--- config.mk ---
export PLATFORM = sky130hd
export DESIGN_NAME = bmpp_ctrl
export DESIGN_NICKNAME = d
export VERILOG_FILES = /design/src/inc/bmpp_pkg.sv /design/src/hdl/bmpp_ctrl.sv
export SDC_FILE = /design/constraint.sdc
export NUM_CORES = 1
export LEC_CHECK = 0
export BUFFER_PORTS_ARGS = -buffer_cell sky130_fd_sc_hd__buf_2
export CORE_ASPECT_RATIO = 0.5
export CORE_MARGIN = 2
export CORE_UTILIZATION = 50
export CTS_BUF_LIST = sky130_fd_sc_hd__clkbuf_8
export DETAILED_ROUTE_END_ITERATION = 10
export HOLD_SLACK_MARGIN = 0.05
export PLACE_DENSITY = 0.84
export SETUP_SLACK_MARGIN = 0.1
export SYNTH_ARGS = -nofsm -noshare
export SYNTH_HDL_FRONTEND = slang
export SYNTH_SLANG_ARGS = --single-unit
--- constraint.sdc ---
create_clock -name core_clk -period 2.6 [get_ports core_clk]
set_input_delay 0.26 -clock core_clk [delete_from_list [all_inputs] [get_ports core_clk]]
set_output_delay 0.26 -clock core_clk [all_outputs]
set_load 0.01 [all_outputs]
--- src/inc/bmpp_pkg.sv ---
// Constants and types for the base memory page and prefetch block
package bmpp_pkg;
    // Address bit that requests page holding
    localparam int ADDR_HOLD_BIT = 28;
    // Control bit position of the page-hold enable
    localparam int CTRL_HOLD_BIT = 7;
    // Word address low bit (byte address of a 4-byte word)
    localparam int WORD_LSB = 2;
    // Page word-offset width: 512 words interleaved, 256 otherwise
    localparam int PAGE_BITS_IL = 9;
    localparam int PAGE_BITS_NIL = 8;
    // Words fetched ahead after a read
    localparam int PF_WORDS = 2;
    // Strobe phase lengths in clocks
    localparam logic [3:0] T_PRECHARGE = 4'h2;
    localparam logic [3:0] T_ROW = 4'h2;
    localparam logic [3:0] T_COL = 4'h1;
    // Extra latency saved on a sequential hit
    localparam logic [3:0] T_SEQ_SAVE = 4'h3;
    // Sequencer states
    typedef enum logic [2:0] {
        BMPP_IDLE = 3'b000,
        BMPP_PRE = 3'b001,
        BMPP_ROW = 3'b010,
        BMPP_COL = 3'b011,
        BMPP_PFW = 3'b100,
        BMPP_DONE = 3'b101
    } bmpp_state_e;
endpackage

--- src/hdl/bmpp_ctrl.sv ---
// Open-page EDO control and two-word read prefetch for base memory
`timescale 1ns/1ps
module bmpp_ctrl
    import bmpp_pkg::*;
#(
    parameter int AW = 32,
    parameter int DW = 32,
    parameter int RAW = 12
) (
    input wire logic core_clk,
    input wire logic rstn,
    input wire logic [7:0] base_ctrl,
    input wire logic bank_interleave,
    input wire logic cpu_sys_bus_req,
    input wire logic cpu_sys_bus_we,
    input wire logic cpu_sys_bus_base_hit,
    input wire logic [AW-1:0] cpu_sys_bus_addr,
    input wire logic [DW-1:0] cpu_sys_bus_wdata,
    output logic cpu_sys_bus_ack,
    output logic [DW-1:0] cpu_sys_bus_rdata,
    output logic row_strobe_n,
    output logic column_strobe_n,
    output logic mem_we_n,
    output logic [RAW-1:0] mem_addr,
    output logic [DW-1:0] mem_wdata,
    input wire logic [DW-1:0] mem_rdata,
    output logic page_open,
    output logic pf_valid
);
    // Both aliases of base memory share one page number, so a hit is found
    // whichever alias the new access comes through
    // Page number of a byte address; bit 28 masked out so both aliases match
    function automatic logic [AW-1:0] page_of(input logic [AW-1:0] a, input logic il);
        logic [AW-1:0] m;
        m = a;
        m[ADDR_HOLD_BIT] = 1'b0;
        if (il) begin
            page_of = m >> (PAGE_BITS_IL + WORD_LSB);
        end else begin
            page_of = m >> (PAGE_BITS_NIL + WORD_LSB);
        end
    endfunction

    // Word index with bit 28 masked, used for sequential compare
    // A read through the other alias still counts as sequential
    function automatic logic [AW-1:0] word_of(input logic [AW-1:0] a);
        logic [AW-1:0] m;
        m = a;
        m[ADDR_HOLD_BIT] = 1'b0;
        word_of = m >> WORD_LSB;
    endfunction

    // Column part of a word address
    // Only the low bits reach the multiplexed memory address pins
    function automatic logic [RAW-1:0] col_of(input logic [AW-1:0] w);
        col_of = w[RAW-1:0];
    endfunction

    // Sequencer, page tracker and prefetch store state
    bmpp_state_e st_q, st_d; // Sequencer state
    logic open_q, open_d; // A page is held open
    logic [AW-1:0] page_q, page_d; // Open page number
    logic keep_q, keep_d; // Keep page open after this access
    logic [AW-1:0] word_q, word_d; // Current word index
    logic we_q, we_d; // Current access is a write
    logic [DW-1:0] wd_q, wd_d; // Write data held
    logic [3:0] cnt_q, cnt_d; // Phase timer
    logic [1:0] pfn_q, pfn_d; // Prefetch words fetched
    logic [DW-1:0] pf0_q, pf0_d; // Prefetch word 0
    logic [DW-1:0] pf1_q, pf1_d; // Prefetch word 1
    logic pfv_q, pfv_d; // Prefetch contents valid
    logic [AW-1:0] pfw_q, pfw_d; // Word index of the prefetch word handed out next
    logic pfsel_q, pfsel_d; // Next prefetch word to hand out
    logic ack_q, ack_d; // Answer to processor
    logic [DW-1:0] rd_q, rd_d; // Read data to processor
    logic ras_q, ras_d; // Row strobe, low active
    logic cas_q, cas_d; // Column strobe, low active
    logic mwe_q, mwe_d; // Memory write enable, low active
    logic [RAW-1:0] ma_q, ma_d; // Multiplexed memory address
    // Decode of the current request
    logic hold_en; // Page holding enabled and EDO assumed
    logic req_hit; // Access falls in the open page
    logic req_seq; // Read continues from the last one

    // Page holding only valid with EDO; SDRAM setups must keep bit 7 clear
    assign hold_en = base_ctrl[CTRL_HOLD_BIT];
    // Open-page compare only counts while a page is really held
    assign req_hit = open_q && (page_of(cpu_sys_bus_addr, bank_interleave) == page_q);
    // Sequential compare needs words in the store; base writes empty it first
    assign req_seq = pfv_q && (word_of(cpu_sys_bus_addr) == pfw_q);

    // Next-state logic for sequencer, page tracker and prefetch FIFO
    always_comb begin
        st_d = st_q;
        open_d = open_q;
        page_d = page_q;
        keep_d = keep_q;
        word_d = word_q;
        we_d = we_q;
        wd_d = wd_q;
        cnt_d = cnt_q;
        pfn_d = pfn_q;
        pf0_d = pf0_q;
        pf1_d = pf1_q;
        pfv_d = pfv_q;
        pfw_d = pfw_q;
        pfsel_d = pfsel_q;
        ack_d = 1'b0;
        rd_d = rd_q;
        ras_d = ras_q;
        cas_d = 1'b1;
        mwe_d = 1'b1;
        ma_d = ma_q;
        case (st_q)
            BMPP_IDLE: begin
                // Non-base requests leave the prefetch contents alone
                // The request answered last edge is still up; do not take it twice
                if (cpu_sys_bus_req && cpu_sys_bus_base_hit && !ack_q) begin
                    word_d = word_of(cpu_sys_bus_addr);
                    we_d = cpu_sys_bus_we;
                    wd_d = cpu_sys_bus_wdata;
                    // A store hit leaves the page record alone: the row on the pins
                    // still belongs to the last memory access
                    keep_d = hold_en && cpu_sys_bus_addr[ADDR_HOLD_BIT];
                    if (cpu_sys_bus_we) begin
                        pfv_d = 1'b0;
                    end
                    if (!cpu_sys_bus_we && req_seq && hold_en) begin
                        // Sequential hit: answer from FIFO, no memory wait
                        rd_d = pfsel_q ? pf1_q : pf0_q;
                        ack_d = 1'b1;
                        pfw_d = pfw_q + 1'b1;
                        pfsel_d = ~pfsel_q;
                        if (pfsel_q) begin
                            pfv_d = 1'b0;
                        end
                        if (!cpu_sys_bus_addr[ADDR_HOLD_BIT]) begin
                            // No holding through this alias: drop the row now
                            open_d = 1'b0;
                            ras_d = 1'b1;
                        end
                        st_d = BMPP_IDLE;
                    end else if (req_hit) begin
                        // Same page: row stays low, column cycle only
                        ma_d = col_of(word_of(cpu_sys_bus_addr));
                        cnt_d = T_COL + T_SEQ_SAVE;
                        st_d = BMPP_COL;
                    end else begin
                        // Miss: precharge row first
                        // New page recorded here at the miss, before the row is opened
                        page_d = page_of(cpu_sys_bus_addr, bank_interleave);
                        ras_d = 1'b1;
                        cnt_d = T_PRECHARGE;
                        st_d = BMPP_PRE;
                    end
                end
            end
            BMPP_PRE: begin
                // Row strobe high for the precharge time, then row address and strobe
                if (cnt_q == 4'h0) begin
                    // The page counts as open from the row strobe onwards
                    ras_d = 1'b0;
                    ma_d = col_of(page_q);
                    open_d = 1'b1;
                    cnt_d = T_ROW;
                    st_d = BMPP_ROW;
                end else begin
                    cnt_d = cnt_q - 4'h1;
                end
            end
            BMPP_ROW: begin
                // Row to column delay, then the column address goes out
                if (cnt_q == 4'h0) begin
                    ma_d = col_of(word_q);
                    cnt_d = T_COL + T_SEQ_SAVE;
                    st_d = BMPP_COL;
                end else begin
                    cnt_d = cnt_q - 4'h1;
                end
            end
            BMPP_COL: begin
                // Column strobe pulses while row strobe stays asserted
                cas_d = 1'b0;
                mwe_d = ~we_q;
                if (cnt_q == 4'h0) begin
                    // Data has been on the pins since the strobe fell
                    rd_d = mem_rdata;
                    ack_d = 1'b1;
                    cas_d = 1'b1;
                    pfn_d = 2'h0;
                    pfv_d = 1'b0;
                    // Writes, and reads with page holding disabled, skip the prefetch
                    if (!we_q && hold_en) begin
                        ma_d = col_of(word_q + 1'b1);
                        pfw_d = word_q + 1'b1;
                        st_d = BMPP_PFW;
                    end else begin
                        st_d = BMPP_DONE;
                    end
                end else begin
                    cnt_d = cnt_q - 4'h1;
                end
            end
            BMPP_PFW: begin
                // Two words ahead of the read go into the FIFO
                // Limitation: the row is not changed here, so words past the end
                // of the open page would come from the wrong row
                if (cas_q) begin
                    // Strobe low for one clock per word
                    cas_d = 1'b0;
                end else begin
                    if (pfn_q == 2'h0) begin
                        pf0_d = mem_rdata;
                    end else begin
                        pf1_d = mem_rdata;
                    end
                    pfn_d = pfn_q + 2'h1;
                    // Second word's column; harmless after the last word
                    ma_d = col_of(word_q + 2'h2);
                    if (pfn_q == 2'(PF_WORDS - 1)) begin
                        pfv_d = 1'b1;
                        pfsel_d = 1'b0;
                        st_d = BMPP_DONE;
                    end
                end
            end
            BMPP_DONE: begin
                // Keep or close the page depending on address bit 28
                if (keep_q) begin
                    // Row strobe stays low to hold the page
                    open_d = 1'b1;
                end else begin
                    // Row strobe rises to close the page
                    open_d = 1'b0;
                    ras_d = 1'b1;
                end
                st_d = BMPP_IDLE;
            end
            default: begin
                // Unused codes fall back to idle
                st_d = BMPP_IDLE;
            end
        endcase
    end

    // State registers; reset closes the page and empties the FIFO
    // Data registers are reset too so that no unknown reaches the pins
    always_ff @(posedge core_clk) begin
        if (!rstn) begin
            st_q <= BMPP_IDLE;
            open_q <= 1'b0;
            page_q <= '0;
            keep_q <= 1'b0;
            word_q <= '0;
            we_q <= 1'b0;
            wd_q <= '0;
            cnt_q <= 4'h0;
            pfn_q <= 2'h0;
            pf0_q <= '0;
            pf1_q <= '0;
            pfv_q <= 1'b0;
            pfw_q <= '0;
            pfsel_q <= 1'b0;
            ack_q <= 1'b0;
            rd_q <= '0;
            ras_q <= 1'b1;
            cas_q <= 1'b1;
            mwe_q <= 1'b1;
            ma_q <= '0;
        end else begin
            st_q <= st_d;
            open_q <= open_d;
            page_q <= page_d;
            keep_q <= keep_d;
            word_q <= word_d;
            we_q <= we_d;
            wd_q <= wd_d;
            cnt_q <= cnt_d;
            pfn_q <= pfn_d;
            pf0_q <= pf0_d;
            pf1_q <= pf1_d;
            pfv_q <= pfv_d;
            pfw_q <= pfw_d;
            pfsel_q <= pfsel_d;
            ack_q <= ack_d;
            rd_q <= rd_d;
            ras_q <= ras_d;
            cas_q <= cas_d;
            mwe_q <= mwe_d;
            ma_q <= ma_d;
        end
    end

    // Outputs straight from flip-flops
    // Processor side
    assign cpu_sys_bus_ack = ack_q;
    assign cpu_sys_bus_rdata = rd_q;
    // Memory side
    assign row_strobe_n = ras_q;
    assign column_strobe_n = cas_q;
    assign mem_we_n = mwe_q;
    assign mem_addr = ma_q;
    assign mem_wdata = wd_q;
    // Status
    assign page_open = open_q;
    assign pf_valid = pfv_q;
endmodule

**After elaboration in Yosys (flattened, before gate mapping)**

Cells that the tools add are included.

- Flip-flop bits (word level): 251
- Input bits: 110
- Output and inout bits: 82

- $add $sub $neg: 5
- Equality and inequality tests: 23
- Mux-type cells: 71
- Bitwise operators: 6
- Reductions and logical operators: 36

Operators by type and width:

| cell | number |
|---|---|
| 32-bit 2-to-1 mux | 8 |
| 32-bit one-hot mux with 2 select lines | 2 |
| 12-bit 2-to-1 mux | 8 |
| 12-bit one-hot mux with 5 select lines | 1 |
| 32-bit by 1-bit adder with 32-bit output (second input constant) | 1 |
| 30-bit by 32-bit equality test with 1-bit output | 1 |
| 32-bit equality test | 1 |
| 30-bit by 1-bit adder with 31-bit output (second input constant) | 1 |
| 1-bit 2-to-1 mux | 26 |
| 2-bit inequality test (second input constant) | 13 |
| 22-bit 2-to-1 mux | 1 |
| 3-bit 2-to-1 mux | 7 |
| 4-bit 2-to-1 mux | 5 |
| 5-bit AND reduction | 4 |
| 4-bit one-hot mux with 4 select lines | 1 |
| 3-bit one-hot mux with 5 select lines | 1 |
| 12-bit by 2-bit adder with 12-bit output (second input constant) | 1 |
| 4-bit AND reduction | 3 |
| 6-bit AND reduction | 2 |
| 1-bit one-hot mux with 3 select lines | 3 |
| 3-bit AND reduction | 3 |
| 9-bit AND reduction | 1 |
| 1-bit logical AND | 8 |
| 2-bit 2-to-1 mux | 4 |
| other kinds (19) | 35 |

**Longest topological paths before layout**

- Depth after elaboration: 7
- Gate-level depth with buffers: 10
- Gate-level depth less buffers: 9

**Worst setup path before layout**

OpenSTA, ideal clock, no wires.

- Kind: register to register
- Start: register pfw_q[31]
- End: register pfw_q[12]
- Data arrival time: 2.343 ns
- Path slack: 0.126 ns
- Stages on the path, launching flop included: 10
- Buffers on the path: 2
- Clock period less this slack: 2.474 ns
- Path through: dfxtp_1 > or4b_1 > nor4_1 > nand2_1 > nor3_2 > buf_2 > a21oi_1 > clkbuf_1 > o311ai_1 > o31ai_1

- Word-level cells in the longest chain between the ends: 6

Ends and longest elaborated chain:

| what | RTL line | source |
|---|---|---|
| start, declared | bmpp_ctrl.sv:72 | `logic [AW-1:0] pfw_q, pfw_d;` |
| start signal, assigned | bmpp_ctrl.sv:283 | `pfw_q <= pfw_d;` |
| 30-bit by 32-bit equality test with 1-bit output | bmpp_ctrl.sv:90 | `assign req_seq = pfv_q && (word_of(cpu_sys_bus_addr) == pfw_q);` |
| 1-bit logical AND | bmpp_ctrl.sv:90 |  |
| 1-bit logical AND (2 in a row) | bmpp_ctrl.sv:128 | `if (!cpu_sys_bus_we && req_seq && hold_en) begin` |
| 2-bit inequality test (no line) | n/a |  |
| 5-bit AND reduction (no line) | n/a |  |

Every way passes these cells.
A chain may end at the register's enable or synchronous reset.

**Final worst setup path**

- Start: input port cpu_sys_bus_addr[17]
- End: register page_q[14]

- Word-level cells in the longest chain between the ends: 6
- Elaborated cells on any way between the ends: 10

Ends and longest elaborated chain:

| what | RTL line | source |
|---|---|---|
| start, declared | bmpp_ctrl.sv:17 | `input wire logic [AW-1:0] cpu_sys_bus_addr,` |
| 30-bit by 32-bit equality test with 1-bit output | bmpp_ctrl.sv:90 |  |
| 1-bit logical AND | bmpp_ctrl.sv:90 |  |
| 1-bit logical AND (2 in a row) | bmpp_ctrl.sv:128 |  |
| 1-bit inverter (no line) | n/a |  |
| 4-bit AND reduction (no line) * | n/a |  |
| end signal, assigned | bmpp_ctrl.sv:273 | `page_q <= page_d;` |
| end, declared | bmpp_ctrl.sv:62 | `logic [AW-1:0] page_q, page_d;` |

Every way passes the cells marked *; elsewhere a longest branch is shown, timed or not.

==> results_dict.tcl <==
set metrics [dict create \
    r2r-start "pfw_q[11]" \
    dieWidth_um 225 \
    layout.nets 1985 \
    rsz0062_at_grt "yes" \
    grt.total_usage_pct 31.1 \
    seq_area_frac_synth_pct 39.6 \
    place_inst 2048 \
    synthAdderAreaFrac_pct 0.617 \
    diodes 0 \
    start_util_pct 50.8 \
    vias 13200 \
    fin_cells 2207 \
    status "finished, violations left" \
    clock-root-buffer "clkbuf_8" \
    wl_met3_mm 3.78 \
    final.min_clock_period_ns 2.61 \
    grt_pass1_vias 12500 \
    drtAntennaViolNets 0 \
    top_layer "met4" \
    gp_congestion 0.995 \
    rr_endpoint "cnt_q[3]" \
    crit_top_cell "buf_4" \
    drv_cap 0 \
    vias_per_cell 5.98 \
    die_y_um 114 \
    criticalPathCategory "input pin to flip-flop" \
    core_area_sq_mm 0.0240 \
    synth_cells 1593 \
    yosys.area_share.simple_pct 22.2 \
    cts-htree-levels 2 \
    cp_slowest_cell "dlygate4sd3_1" \
    endpoint_kind "flip-flop" \
    boundaryPins 192 \
    io_buffers 182 \
    hold_viol 0 \
    crit_chain "dlygate4sd3_1 -> buf_2 -> mux2i_1 -> xnor2_1 -> nor4_1 -> nand4_1 -> buf_4 -> or2_4 -> buf_4 -> a21oi_1 -> a211oi_2" \
    leakage_uw 0.00602 \
    wl_met2_mm 18.8 \
    antenna_found_initial 0 \
    slowest_delay_ns 0.54 \
    syn-cell-area_sq_mm 0.0122 \
    drcViolationCount 0 \
    async_flop_share_pct 0 \
    finalCritPeriodShare_pct 100 \
    worst_slew_pin_slew_ns 0.834 \
    synth_top_family_by_area "simple AND/OR/NAND/NOR gates" \
    wl_met1_mm 16.5 \
    clk-insertion-delay-late_ns 0.55 \
    drtPass1Iterations 6 \
    cts_tree "yes" \
    clockBufferDepth 3 \
    p_total_uw 10600 \
    layout-drive-gt1-share_pct 21.1 \
    violations "negative setup slack" \
    cts.sinks 241 \
    tns_ns -0.0255 \
    grt_overflow 0 \
    startpoint "cpu_sys_bus_addr[17]" \
    rows 40 \
    arrival_ns 3.03 \
    hold_path.class "input pin to flip-flop" \
    crit_required_ns 3.03 \
    peakVddDrop_mv 0.341 \
    fin_ws_ns -0.00741 \
    synth-edff-count 0 \
    fmax_ghz 0.384 \
    power_density_mw_per_mm2 676 \
    final_common_cell "nand2_1" \
    fp.dieArea_sq_mm 0.0257 \
    synth_compound_area_share_pct 21.8 \
    muxShareOfSynthArea_pct 5.12 \
    synth_ff_type "dfxtp_1" \
    syn2layout_area_growth_pct 28.6 \
    syn_avg_cell_area_sq_um 7.64 \
    finalSetupViolCount 4 \
    synth_xor_area_share_pct 5.97 \
    maxSlewViolCount 0 \
    rr_worst_depth 7 \
    endpoint "page_q[14]" \
    r2r_slack_ns 0.02 \
    start_kind "input pin" \
    ys_seq_elements 241 \
    cp_max_fo 11 \
    fin_skew_ns 0.0297 \
    drt_iter0_drc 1463 \
    final_cell_mix "nand2_1 (394), a21oi_1 (240), dfxtp_1 (231)" \
    wirelength_mm 41.1 \
    grt_first_pass_wirelength_mm 64.6 \
    synth_cell_types 67 \
    cts.clk_slew.worst_paths_ns 0.07 \
    grt_max_degree 75 \
    synth.net_count 1709 \
    whs_ns 0.142 \
    avgRoutedWirePerCell_um 18.6 \
    slew_headroom_pct 44.4 \
    worstHoldPathCells 4 \
    cts_buffers 36 \
    yosysWarnings 0 \
    hpwl_mm 24.9 \
]
[sequential cells by signal (all words and copies together) (netlist names)]
| name | cells |
|---|---|
| pfsel_q | 1 |
| st_q | 3 |
| cpu_sys_bus_ack | 1 |
| we_q | 1 |
| pf1_q | 32 |
| page_q | 22 |
| word_q | 29 |
| pf0_q | 32 |
| cpu_sys_bus_rdata | 32 |
| pfn_q | 2 |
| page_open | 1 |
| row_strobe_n | 1 |
| mem_wdata | 32 |
| pfw_q | 32 |
| column_strobe_n | 1 |
| mem_we_n | 1 |
| keep_q | 1 |
| pf_valid | 1 |
| mem_addr | 12 |
| cnt_q | 4 |
[Yosys cell counts (all sizes together) (3+ instances only)]
cell type  instances  area, sq um
mux2i             61          623
o32ai              4         35.0
nand2b            12         75.1
o211ai            40          300
a22oi              4         30.0
and2               5         33.8
dfxtp            241         4820
xor2              43          377
nor2b              5         31.3
o21ai             51          255
nand3             32          160
a31oi              5         31.3
and4               6         52.6
nor3              32          170
o21a               3         22.5
a211oi            32          280
buf               13         77.6
inv               16         60.1
ha                 6         75.1
nor4              28          175
nand4             13         81.3
o22ai              9         56.3
or4                5         37.5
a21oi            248         1240
nand2            396         1490
o31ai              5         51.3
clkbuf           114          428
or3               11         73.8
a32o               7         70.1
o221a              6         67.6
nor2              64          240
and3               5         31.3
a311oi             3         26.3
or2                4         25.0
xnor2             40          350
[worst min-delay path by stage]
stage / to / startpoint
4_1_cts: word_q[27] / cpu_sys_bus_addr[29]
3_5_place_dp: cpu_sys_bus_rdata[1] / cpu_sys_bus_rdata[1]
3_3_place_gp: cpu_sys_bus_rdata[3] / cpu_sys_bus_rdata[3]
6_report: word_q[27] / cpu_sys_bus_addr[29]
5_1_grt: word_q[8] / cpu_sys_bus_addr[10]
2_1_floorplan: mem_we_n / we_q
[where the power goes]
group          switching, uW  total [uW]  leakage [uW]  internal (uW)
Clock                   1550        3210      0.000398           1650
Sequential               259        4240       0.00196           3990
Combinational           1910        3130       0.00367           1220
[cell type report]
| cell class | instances | area (sq um) |
|---|---|---|
| sequential | 241 | 4840 |
| clock inverter | 13 | 66.3 |
| fill | 1826 | 8320 |
| tap | 315 | 394 |
| multi-input combinational | 1209 | 6960 |
| timing repair buffer | 364 | 2660 |
| inverter | 17 | 68.8 |
| clock buffer | 48 | 661 |
[cells by family (layout without fill, tap and decap cells)]
kind of cell | after synthesis | after routing
and+or+nand+nor | 621 | 622
AOI/OAI and AO/OA | 437 | 437
DFF | 241 | 241
buffers and inverters | 144 | 442
xor gates and xnor gates | 83 | 83
muxes | 61 | 61
adders and majority gates | 6 | 6
[stage by stage]
stage                     area, sq um  worst slack, ns  utilization (%)
after floorplan                 12200            0.126                -
after global placement          13700          -0.0973             57.3
after detailed placement        13700           -0.141             57.3
after CTS                       15500           0.0478             64.6
after global routing            15700          -0.0783             65.3
final                           15700         -0.00741             65.3
[worst max-delay path: cells and delay by family]
family / cells / cell delay, ns
and+or+nand+nor: 3 / 0.90
buffers and inverters: 4 / 1.11
muxes: 1 / 0.31
AOI/OAI and AO/OA: 2 / 0.28
xor gates and xnor gates: 1 / 0.17
[routing by layer]
layer	vias to the layer above	GRT usage, %
met2	774	49.9
met5	-	0
li1	6120	-
met3	190	6.49
met1	6104	39.6
met4	0	16.8
[repair_timing]
action,4_1_cts,5_1_grt
buffers inserted,4,1
pin swaps,8,48
resized for setup,10,35
hold buffers,90,0
setup endpoints to repair,48,95
endpoints found under the hold margin,123,0
cloned,2,1
Power figures use the tool's default switching activity.
